[src/include/sc_block_pkg.sv]
// Behaviour
// RL1: Comparator bus enable clear keeps the block off the comparator bus, set drives its result.
// RL2: Offset nulling off keeps the shorting switch open and both input branches on the amp.
// RL3: Offset nulling on shorts in phase one, grounds branches in phase one, amp in phase two.
// RL4: The five-bit C capacitor size is an unsigned count of 0 to 31 unit capacitors.
// RL5: Integrator switch control clear holds the integrating capacitor switch open.
// RL6: Integrator switch control set with nulling off holds that switch closed.
// RL7: Integrator switch control set with nulling on closes that switch only in phase two.
// RL8: Output ground switch is open when its control is clear, closed only in phase one if set.
// RL9: Reference select 00 gives analog ground, 01 the high reference, 10 the low reference.
// RL10: Reference select 11 follows the comparator, high reference when high, low when low.
// RL11: The B input select picks one of four sources from a fixed table for each instance.
// RL12: Power code 00 is off and codes 01, 10, 11 give rising bias levels.
// RL13: The third control register clears to zero at reset and stays readable and writable.
// RL14: Each instance's second and third registers decode at fixed offsets in both banks.
// RL15: Analog column bus enable clear puts the block's analog bus output in high impedance.
// RL16: The comparator result is caught on phase one's rising edge and held through phase two.
`default_nettype none
package sc_block_pkg;
  localparam int NBLK = 4;
  localparam int IDX_W = 9;
  localparam logic [7:0] CTRL2_IDX [NBLK] = '{8'h82, 8'h8A, 8'h96, 8'h9E};
  localparam logic [7:0] CTRL3_IDX [NBLK] = '{8'h83, 8'h88, 8'h97, 8'h9F};
  localparam logic [7:0] CTRL2_RESET = 8'h00;
  localparam logic [7:0] CTRL3_RESET = 8'h00;
  localparam int ANA_OE_BIT = 7;
  localparam int CMP_OE_BIT = 6;
  localparam int NULL_BIT = 5;
  localparam int CSIZE_LSB = 0;
  localparam int CSIZE_W = 5;
  localparam int AREF_LSB = 6;
  localparam int INTSW_BIT = 5;
  localparam int GNDSW_BIT = 4;
  localparam int BSEL_LSB = 2;
  localparam int PWR_LSB = 0;
  localparam logic [1:0] AREF_GND = 2'h0;
  localparam logic [1:0] AREF_HIGH = 2'h1;
  localparam logic [1:0] AREF_LOW = 2'h2;
  localparam logic [1:0] AREF_CMP = 2'h3;
  localparam logic [1:0] PWR_OFF = 2'h0;
  localparam int SRC_W = 4;
  localparam logic [3:0] SRC_CT00 = 4'h0;
  localparam logic [3:0] SRC_CT02 = 4'h1;
  localparam logic [3:0] SRC_SB11 = 4'h2;
  localparam logic [3:0] SRC_SB13 = 4'h3;
  localparam logic [3:0] SRC_SB20 = 4'h4;
  localparam logic [3:0] SRC_SB22 = 4'h5;
  localparam logic [3:0] SRC_PIN23 = 4'h6;
  localparam logic [3:0] SRC_PIN20 = 4'h7;
  localparam logic [3:0] SRC_ABUS3 = 4'h8;
  localparam logic [3:0] SRC_AGND = 4'h9;
  localparam logic [3:0] BSRC_TABLE [NBLK][4] = '{
    '{SRC_CT00, SRC_SB11, SRC_PIN23, SRC_SB20},
    '{SRC_CT02, SRC_SB13, SRC_SB11, SRC_SB22},
    '{SRC_SB11, SRC_SB20, SRC_SB22, SRC_AGND},
    '{SRC_SB13, SRC_SB22, SRC_PIN20, SRC_ABUS3}};
  typedef enum logic [1:0] {ST_IDLE = 2'b01, ST_ACK = 2'b10} bus_state_e;
endpackage
`default_nettype wire

[src/hw/sc_block_switch_control.sv]
`default_nettype none
module sc_block_switch_control
  import sc_block_pkg::*;
(
  input  wire logic                        clk,
  input  wire logic                        rst_n,
  input  wire logic                        cyc_i,
  input  wire logic                        stb_i,
  input  wire logic                        we_i,
  input  wire logic [10:0]                 adr_i,
  input  wire logic [3:0]                  sel_i,
  input  wire logic [31:0]                 dat_i,
  output logic      [31:0]                 dat_o,
  output logic                             ack_o,
  input  wire logic                        phase1,
  input  wire logic                        phase2,
  input  wire logic [sc_block_pkg::NBLK-1:0] compareIn,
  output logic      [sc_block_pkg::NBLK-1:0] compareBusOut,
  output logic      [sc_block_pkg::NBLK-1:0] compareBusOe,
  output logic      [sc_block_pkg::NBLK-1:0] analogBusOe,
  output logic      [sc_block_pkg::NBLK-1:0] shortSwitch,
  output logic      [sc_block_pkg::NBLK-1:0] branchToGround,
  output logic      [sc_block_pkg::NBLK-1:0] branchToAmp,
  output logic      [sc_block_pkg::NBLK-1:0] intCapSwitch,
  output logic      [sc_block_pkg::NBLK-1:0] outGndSwitch,
  output logic      [sc_block_pkg::NBLK-1:0] refGround,
  output logic      [sc_block_pkg::NBLK-1:0] refHigh,
  output logic      [sc_block_pkg::NBLK-1:0] refLow,
  output logic      [sc_block_pkg::NBLK-1:0] blockOn,
  output logic      [4*sc_block_pkg::NBLK-1:0] cBranchCap4,
  output logic      [5*sc_block_pkg::NBLK-1:0] cBranchCap,
  output logic      [4*sc_block_pkg::NBLK-1:0] bSource,
  output logic      [2*sc_block_pkg::NBLK-1:0] powerLevel
);
  import sc_block_pkg::*;

  bus_state_e        busState;
  logic [7:0]        ctrl2 [NBLK];
  logic [7:0]        ctrl3 [NBLK];
  logic              phase1Prev;
  logic [NBLK-1:0]   compareHeld;
  logic [IDX_W-1:0]  regIdx;
  logic [NBLK-1:0]   hit2;
  logic [NBLK-1:0]   hit3;
  logic [7:0]        next_readData;
  logic              writeNow;

  // Reference routing: {ground, high, low}
  function automatic logic [2:0] refRoute(input logic [1:0] code, input logic cmp);
    unique case (code)
      AREF_GND:  refRoute = 3'b100;
      AREF_HIGH: refRoute = 3'b010;
      AREF_LOW:  refRoute = 3'b001;
      AREF_CMP:  refRoute = cmp ? 3'b010 : 3'b001;
    endcase
  endfunction

  // Bank bit ignored so both banks alias
  assign regIdx = adr_i[10:2];

  always_comb
  begin
    hit2 = '0;
    hit3 = '0;
    next_readData = 8'h00;
    for (int b = 0; b < NBLK; b++)
    begin
      hit2[b] = (regIdx[7:0] == CTRL2_IDX[b]); // RL14
      hit3[b] = (regIdx[7:0] == CTRL3_IDX[b]); // RL14
      if (hit2[b])
        next_readData = ctrl2[b];
      if (hit3[b])
        next_readData = ctrl3[b];
    end
  end

  assign writeNow = ack_o && cyc_i && stb_i && we_i && sel_i[0];

  // Bus handshake
  always_ff @(posedge clk or negedge rst_n)
  begin
    if (!rst_n)
    begin
      busState <= ST_IDLE;
      ack_o <= 1'b0;
      dat_o <= 32'h0000_0000;
    end
    else
    begin
      unique case (busState)
        ST_IDLE:
          if (cyc_i && stb_i)
          begin
            busState <= ST_ACK;
            ack_o <= 1'b1;
            dat_o <= {24'h00_0000, next_readData};
          end
        ST_ACK:
        begin
          busState <= ST_IDLE;
          ack_o <= 1'b0;
        end
        default:
        begin
          busState <= ST_IDLE;
          ack_o <= 1'b0;
        end
      endcase
    end
  end

  // Register writes at the acknowledging edge
  always_ff @(posedge clk or negedge rst_n)
  begin
    if (!rst_n)
    begin
      for (int b = 0; b < NBLK; b++)
      begin
        ctrl2[b] <= CTRL2_RESET;
        ctrl3[b] <= CTRL3_RESET; // RL13
      end
    end
    else if (writeNow)
    begin
      for (int b = 0; b < NBLK; b++)
      begin
        if (hit2[b])
          ctrl2[b] <= dat_i[7:0];
        if (hit3[b])
          ctrl3[b] <= dat_i[7:0]; // RL13
      end
    end
  end

  // Comparator capture on phase one rise
  always_ff @(posedge clk or negedge rst_n)
  begin
    if (!rst_n)
    begin
      phase1Prev <= 1'b0;
      compareHeld <= '0;
    end
    else
    begin
      phase1Prev <= phase1;
      if (phase1 && !phase1Prev)
        compareHeld <= compareIn; // RL16
    end
  end

  // Comparator and analog bus enables
  always_ff @(posedge clk or negedge rst_n)
  begin
    if (!rst_n)
    begin
      compareBusOut <= '0;
      compareBusOe <= '0;
      analogBusOe <= '0;
    end
    else
    begin
      for (int b = 0; b < NBLK; b++)
      begin
        compareBusOe[b] <= ctrl2[b][CMP_OE_BIT]; // RL1
        compareBusOut[b] <= ctrl2[b][CMP_OE_BIT] & compareHeld[b]; // RL1
        analogBusOe[b] <= ctrl2[b][ANA_OE_BIT]; // RL15
      end
    end
  end

  // Offset nulling switches
  always_ff @(posedge clk or negedge rst_n)
  begin
    if (!rst_n)
    begin
      shortSwitch <= '0;
      branchToGround <= '0;
      branchToAmp <= '0;
    end
    else
    begin
      for (int b = 0; b < NBLK; b++)
      begin
        if (ctrl2[b][NULL_BIT])
        begin
          shortSwitch[b] <= phase1; // RL3
          branchToGround[b] <= phase1; // RL3
          branchToAmp[b] <= phase2; // RL3
        end
        else
        begin
          shortSwitch[b] <= 1'b0; // RL2
          branchToGround[b] <= 1'b0; // RL2
          branchToAmp[b] <= 1'b1; // RL2
        end
      end
    end
  end

  // Integrator and output ground switches
  always_ff @(posedge clk or negedge rst_n)
  begin
    if (!rst_n)
    begin
      intCapSwitch <= '0;
      outGndSwitch <= '0;
    end
    else
    begin
      for (int b = 0; b < NBLK; b++)
      begin
        if (!ctrl3[b][INTSW_BIT])
          intCapSwitch[b] <= 1'b0; // RL5
        else if (!ctrl2[b][NULL_BIT])
          intCapSwitch[b] <= 1'b1; // RL6
        else
          intCapSwitch[b] <= phase2; // RL7
        outGndSwitch[b] <= ctrl3[b][GNDSW_BIT] & phase1; // RL8
      end
    end
  end

  // A branch reference routing
  always_ff @(posedge clk or negedge rst_n)
  begin
    if (!rst_n)
    begin
      refGround <= '0;
      refHigh <= '0;
      refLow <= '0;
    end
    else
    begin
      for (int b = 0; b < NBLK; b++)
      begin
        {refGround[b], refHigh[b], refLow[b]} <=
          refRoute(ctrl3[b][AREF_LSB +: 2], compareHeld[b]); // RL9 RL10
      end
    end
  end

  // Capacitor size and B source
  always_ff @(posedge clk or negedge rst_n)
  begin
    if (!rst_n)
    begin
      cBranchCap <= '0;
      cBranchCap4 <= '0;
      bSource <= '0;
    end
    else
    begin
      for (int b = 0; b < NBLK; b++)
      begin
        cBranchCap[CSIZE_W*b +: CSIZE_W] <= ctrl2[b][CSIZE_LSB +: CSIZE_W]; // RL4
        cBranchCap4[4*b +: 4] <= BSRC_TABLE[b][ctrl3[b][BSEL_LSB +: 2]]; // RL11
        bSource[4*b +: 4] <= BSRC_TABLE[b][ctrl3[b][BSEL_LSB +: 2]]; // RL11
      end
    end
  end

  // Power level
  always_ff @(posedge clk or negedge rst_n)
  begin
    if (!rst_n)
    begin
      powerLevel <= '0;
      blockOn <= '0;
    end
    else
    begin
      for (int b = 0; b < NBLK; b++)
      begin
        powerLevel[2*b +: 2] <= ctrl3[b][PWR_LSB +: 2]; // RL12
        blockOn[b] <= (ctrl3[b][PWR_LSB +: 2] != PWR_OFF); // RL12
      end
    end
  end

  for (genvar g = 0; g < NBLK; g++)
  begin : gChk
    comp_bus_gate_a: assert property (@(posedge clk) disable iff (!rst_n) // RL1
      !ctrl2[g][CMP_OE_BIT] |=> !compareBusOe[g] && !compareBusOut[g])
      else $error("comparator bus driven while disabled");
    null_off_a: assert property (@(posedge clk) disable iff (!rst_n) // RL2
      !ctrl2[g][NULL_BIT] |=> !shortSwitch[g] && branchToAmp[g] && !branchToGround[g])
      else $error("switches wrong with nulling off");
    null_on_a: assert property (@(posedge clk) disable iff (!rst_n) // RL3
      ctrl2[g][NULL_BIT] |=> shortSwitch[g] == $past(phase1) && branchToAmp[g] == $past(phase2))
      else $error("switches wrong with nulling on");
    int_switch_a: assert property (@(posedge clk) disable iff (!rst_n) // RL7
      ctrl3[g][INTSW_BIT] && ctrl2[g][NULL_BIT] |=> intCapSwitch[g] == $past(phase2))
      else $error("integrator switch not gated by phase two");
    int_open_a: assert property (@(posedge clk) disable iff (!rst_n) // RL5
      !ctrl3[g][INTSW_BIT] |=> !intCapSwitch[g])
      else $error("integrator switch closed while disabled");
    gnd_switch_a: assert property (@(posedge clk) disable iff (!rst_n) // RL8
      outGndSwitch[g] |-> $past(ctrl3[g][GNDSW_BIT]) && $past(phase1))
      else $error("ground switch closed outside phase one");
    ref_follow_a: assert property (@(posedge clk) disable iff (!rst_n) // RL10
      ctrl3[g][AREF_LSB +: 2] == AREF_CMP |=> refHigh[g] == $past(compareHeld[g]) && refLow[g] != refHigh[g])
      else $error("reference not following comparator");
    cmp_hold_a: assert property (@(posedge clk) disable iff (!rst_n) // RL16
      !(phase1 && !phase1Prev) |=> $stable(compareHeld[g]))
      else $error("comparator latch changed outside phase one rise");
    power_off_a: assert property (@(posedge clk) disable iff (!rst_n) // RL12
      ctrl3[g][PWR_LSB +: 2] == PWR_OFF |=> !blockOn[g])
      else $error("block on with power code off");

    power_on_a: assert property (@(posedge clk) disable iff (!rst_n) // RL12
      ctrl3[g][PWR_LSB +: 2] != PWR_OFF |=> blockOn[g])
      else $error("block off with power code on");

    power_level_a: assert property (@(posedge clk) disable iff (!rst_n) // RL12
      1'b1 |=> powerLevel[2*g +: 2] == $past(ctrl3[g][PWR_LSB +: 2]))
      else $error("power level does not follow its field");

    cap_size_a: assert property (@(posedge clk) disable iff (!rst_n) // RL4
      1'b1 |=> cBranchCap[CSIZE_W*g +: CSIZE_W] == $past(ctrl2[g][CSIZE_LSB +: CSIZE_W]))
      else $error("capacitor size does not follow its field");

    int_closed_a: assert property (@(posedge clk) disable iff (!rst_n) // RL6
      ctrl3[g][INTSW_BIT] && !ctrl2[g][NULL_BIT] |=> intCapSwitch[g])
      else $error("integrator switch open with nulling off");

    gnd_open_a: assert property (@(posedge clk) disable iff (!rst_n) // RL8
      !ctrl3[g][GNDSW_BIT] |=> !outGndSwitch[g])
      else $error("ground switch closed while disabled");

    ref_ground_a: assert property (@(posedge clk) disable iff (!rst_n) // RL9
      ctrl3[g][AREF_LSB +: 2] == AREF_GND |=> refGround[g] && !refHigh[g] && !refLow[g])
      else $error("reference not analog ground");

    ref_high_a: assert property (@(posedge clk) disable iff (!rst_n) // RL9
      ctrl3[g][AREF_LSB +: 2] == AREF_HIGH |=> !refGround[g] && refHigh[g] && !refLow[g])
      else $error("reference not high input");

    ref_low_a: assert property (@(posedge clk) disable iff (!rst_n) // RL9
      ctrl3[g][AREF_LSB +: 2] == AREF_LOW |=> !refGround[g] && !refHigh[g] && refLow[g])
      else $error("reference not low input");

    b_source_a: assert property (@(posedge clk) disable iff (!rst_n) // RL11
      1'b1 |=> bSource[4*g +: 4] == $past(BSRC_TABLE[g][ctrl3[g][BSEL_LSB +: 2]]))
      else $error("B source not from instance table");

    b_copy_a: assert property (@(posedge clk) disable iff (!rst_n) // RL11
      cBranchCap4[4*g +: 4] == bSource[4*g +: 4])
      else $error("B source copies differ");

    ana_bus_a: assert property (@(posedge clk) disable iff (!rst_n) // RL15
      1'b1 |=> analogBusOe[g] == $past(ctrl2[g][ANA_OE_BIT]))
      else $error("analog bus enable does not follow its bit");

    cmp_capture_a: assert property (@(posedge clk) disable iff (!rst_n) // RL16
      phase1 && !phase1Prev |=> compareHeld[g] == $past(compareIn[g]))
      else $error("comparator not caught on phase one rise");

    cmp_drive_a: assert property (@(posedge clk) disable iff (!rst_n) // RL1
      ctrl2[g][CMP_OE_BIT] |=> compareBusOe[g] && compareBusOut[g] == $past(compareHeld[g]))
      else $error("comparator result not driven while enabled");

    reg_write_a: assert property (@(posedge clk) disable iff (!rst_n) // RL13
      writeNow && hit3[g] |=> ctrl3[g] == $past(dat_i[7:0]))
      else $error("third control register write lost");
  end

  bus_ack_a: assert property (@(posedge clk) disable iff (!rst_n) // RL14
    ack_o |=> !ack_o)
    else $error("ack held for more than one cycle");

  ack_answer_a: assert property (@(posedge clk) disable iff (!rst_n) // RL14
    cyc_i && stb_i && !ack_o |=> ack_o)
    else $error("request not answered in one cycle");

  read_zero_a: assert property (@(posedge clk) disable iff (!rst_n) // RL14
    ack_o |-> dat_o[31:8] == 24'h00_0000)
    else $error("upper read data not zero");

endmodule // sc_block_switch_control
`default_nettype wire

[config.mk]
export PLATFORM = sky130hd
export DESIGN_NAME = sc_block_switch_control
export DESIGN_NICKNAME = d
export VERILOG_FILES = /design/src/include/sc_block_pkg.sv /design/src/hw/sc_block_switch_control.sv
export SDC_FILE = /design/constraint.sdc
export NUM_CORES = 1
export LEC_CHECK = 0
export BUFFER_PORTS_ARGS = -buffer_cell sky130_fd_sc_hd__buf_2
export CAP_MARGIN = 20
export CORE_MARGIN = 2
export CORE_UTILIZATION = 52
export DETAILED_ROUTE_END_ITERATION = 10
export PLACE_DENSITY = 0.88
export RECOVER_POWER = 50
export SYNTH_ARGS = -nofsm -noshare
export SYNTH_HDL_FRONTEND = slang
export SYNTH_SLANG_ARGS = --single-unit
[constraint.sdc]
create_clock -name clk -period 1.8 [get_ports clk]
set_input_delay 0 -clock clk [delete_from_list [all_inputs] [get_ports clk]]
set_output_delay 0 -clock clk [all_outputs]
set_load 0.01 [all_outputs]
==> results.json <==
{
  "first_global_vias": 4585,
  "finalCritPeriodShare": 0.963,
  "ir_drop_mv": 0.506,
  "dpl_cell_area_um2": 7580,
  "fin_area_um2": 8320,
  "fmax_mhz": 577,
  "ios": 199,
  "synth_area_um2": 6770,
  "vias": 4579,
  "finalSetupViolations": 0,
  "track_usage": 0.229,
  "pre_cts_slack_ns": -0.0581,
  "ys.flop_type": "dfrtp_1",
  "required_ns": 2.11,
  "ys_ff_latch": 164,
  "yosysSeqAreaShare": 0.606,
  "synth_warnings": 0,
  "clkSlewWorstSetupHoldPaths_ns": 0.06,
  "clock_sinks": 164,
  "die_area_um2": 14000,
  "root_buffer": "clkbuf_16",
  "tns_ns": 0,
  "firstDrtPassIters": 4,
  "final_antenna_net_count": 0,
  "hold_class": "input port to register",
  "power_uw": 7860,
  "die_x_um": 118,
  "final.setup_skew_ns": 0.00541,
  "fin_nets": 735,
  "core_um2": 12700,
  "grt_use_met3": 0.0620,
  "p_leak_uw": 0.00430,
  "die_h_um": 118,
  "grt-ovfl-total": 0,
  "drive_gt1_frac": 0.408,
  "grt_pass1_wl_mm": 24.4,
  "place_hpwl_mm": 10.7,
  "cap_viol_max_count": 0,
  "period_minus_slack_ns": 1.73,
  "synth.top_cell.area_share": 0.602,
  "finalWorstSetupSlack_ns": 0.0667,
  "synth_edf_count": 0,
  "critPathKind": "register to register",
  "syn_inst": 508,
  "drt_iter0_markers": 413,
  "critPathCaptureType": "register",
  "vias_per_cell": 5.37,
  "crit_slowest_cell": "dfrtp_1",
  "yosys-top-cells-area": "dfrtp_1 60%, mux2_2 9.8%, buf_4 5.5%",
  "final_max_slew_viol_count": 0,
  "top_usage_layer": "met2",
  "critPathBufInv": 1,
  "clkLatencyLatePin_ns": 0.43,
  "arrival_ns": 2.05,
  "hold_violations": 0,
  "path_cells": "and3_1 > nand3_2 > or3_1 > buf_4 > mux2_4",
  "routabilityCongestion": 0.916,
  "rows": 41,
  "slew_headroom": 0.294,
  "tightest_slew_ns": 1.06,
  "port_buffers": 138,
  "drt_wl_total_mm": 15.5,
  "gr-usage-met1": 0.294,
  "max_stage_delay_ns": 0.38,
  "synthArstFlopShare": 1.00,
  "clk_path_buf_depth": 2,
  "p_per_area_nw_per_um2": 944,
  "startpoint_type": "register",
  "use_met2": 0.370,
  "status": "finished, final reports clean",
  "yosysUniqueCellTypes": 43,
  "crit_fanout": 8,
  "rsz0062_at_grt": "true",
  "initial_core_util": 0.535,
  "wl_per_cell_um": 18.2,
  "crit_family": "simple AND/OR/NAND/NOR gates",
  "cts_inserted_buffers": 17,
  "synth_top_area_cell": "dfrtp_1",
  "grt_max_degree": 82,
  "syn_area_per_cell_um2": 13.3,
  "rrSetupSlack_ns": 0.07,
  "cts_max_level": 4,
  "drc": 0,
  "n_antenna_cell": 0,
  "cts_tree": "yes",
  "syn2layout_area_growth_pct": 22.9,
  "grt_antenna_before_repair": 0
}
## worst paths after layout
path                           start  cells past startpoint                to
max                            ack_o                      5         ctrl3[19]
min                            cyc_i                      3             ack_o
max reg2reg                    ack_o                      5         ctrl3[19]
min reg2reg                ctrl2[27]                      0     cBranchCap[3]
max in group asynchronous      rst_n                      3        blockOn[0]
min in group asynchronous      rst_n                      3  compareBusOut[2]
## state kept, by name, summed over array words and instances, names as in the netlist, 8 cells and up
| register | flops |
|---|---|
| cBranchCap | 20 |
| powerLevel | 8 |
| bSource | 13 |
| ctrl2 | 32 |
| dat_o | 8 |
| ctrl3 | 32 |
## stage by stage
step	hold slack, ns	std cells	utilization
final	0.0531	853	0.657
after floorplan	-0.296	537	-
after CTS	0.0270	853	0.659
after detailed placement	-0.167	804	0.598
after global placement	-0.169	804	0.598
after global routing	0.0805	853	0.657
## placed cells by master (no fill, tap or decap), types with 6 or more instances in the layout
master / synthesis / layout
mux2_4: 8 / 8
nor2_1: 24 / 24
nand4b_1: 6 / 6
o21ai_0: 17 / 17
ha_1: 8 / 8
buf_2: 6 / 136
dlygate4sd3_1: 0 / 18
buf_4: 50 / 21
nand3_1: 9 / 8
o211ai_1: 14 / 14
and2_0: 0 / 8
and4b_1: 9 / 9
clkbuf_16: 0 / 17
mux2_2: 59 / 59
a311oi_1: 8 / 8
o2bb2ai_1: 8 / 8
or2_2: 6 / 6
inv_1: 18 / 18
and2_1: 17 / 9
dfrtp_1: 163 / 163
o2111ai_1: 8 / 8
o41ai_1: 8 / 8
conb_1: 1 / 30
nand2_1: 13 / 13
## repair_timing
item                                    4_1_cts  5_1_grt
pin swaps                                     0        1
gates resized for setup                       1        2
hold buffers                                 18        0
hold endpoints to repair                    250        0
buffers inserted                              0        0
endpoints found under the setup margin        9       16
## worst min-delay path, delay by kind of cell
kind,cells,cell delay [ns]
buf+inv,2,0.24
simple gates,1,0.17
## cells in the mapped netlist, types with 2 or more instances
library cell  count
a21boi_0          4
a311oi_1          8
and2_1           17
and3_1            2
and4b_1           9
buf_2             6
buf_4            50
clkbuf_1         13
dfrtp_1         163
ha_1              8
inv_1            18
mux2_2           59
mux2_4            8
nand2_1          13
nand2b_1          5
nand3_1           9
nand4_1           3
nand4b_1          6
nor2_1           24
nor2b_1           2
nor3_4            2
o2111ai_1         8
o211ai_1         14
o21ai_0          17
o2bb2ai_1         8
o311ai_0          2
o41ai_1           8
or2_2             6
or3_1             2
## cell families after synthesis
family                   synth area share
other                            0.000554
buffers and inverters              0.0776
AO/OA/AOI/OAI                      0.0765
XOR/XNOR                          0.00129
adder cells (fa/ha/maj)            0.0148
AND/OR/NAND/NOR                     0.107
flip-flops                          0.606
multiplexers                        0.116
## final cells by class
class / count / area [um^2]
Fill cell: 917 / 4350
Sequential cell: 164 / 4110
Multi-Input combinational cell: 285 / 2260
Timing Repair Buffer: 182 / 1080
Clock buffer: 22 / 484
Tap cell: 172 / 215
Clock inverter: 9 / 103
Inverter: 19 / 71.3
## per-layer routing
layer	part of all wire	wire [um]
met1	0.41	6300
met2	0.50	7730
met3	0.074	1150
met4	0.022	342
met5	0	0
## where the power goes
part           total (uW)  internal (uW)  leakage (uW)  switching, uW
clock                3550           2170      0.000284           1380
combinational         515            185       0.00182            330
sequential           3790           3750       0.00220           44.5
total                7860           6100       0.00430           1760
Power figures use the tool's default switching activity.
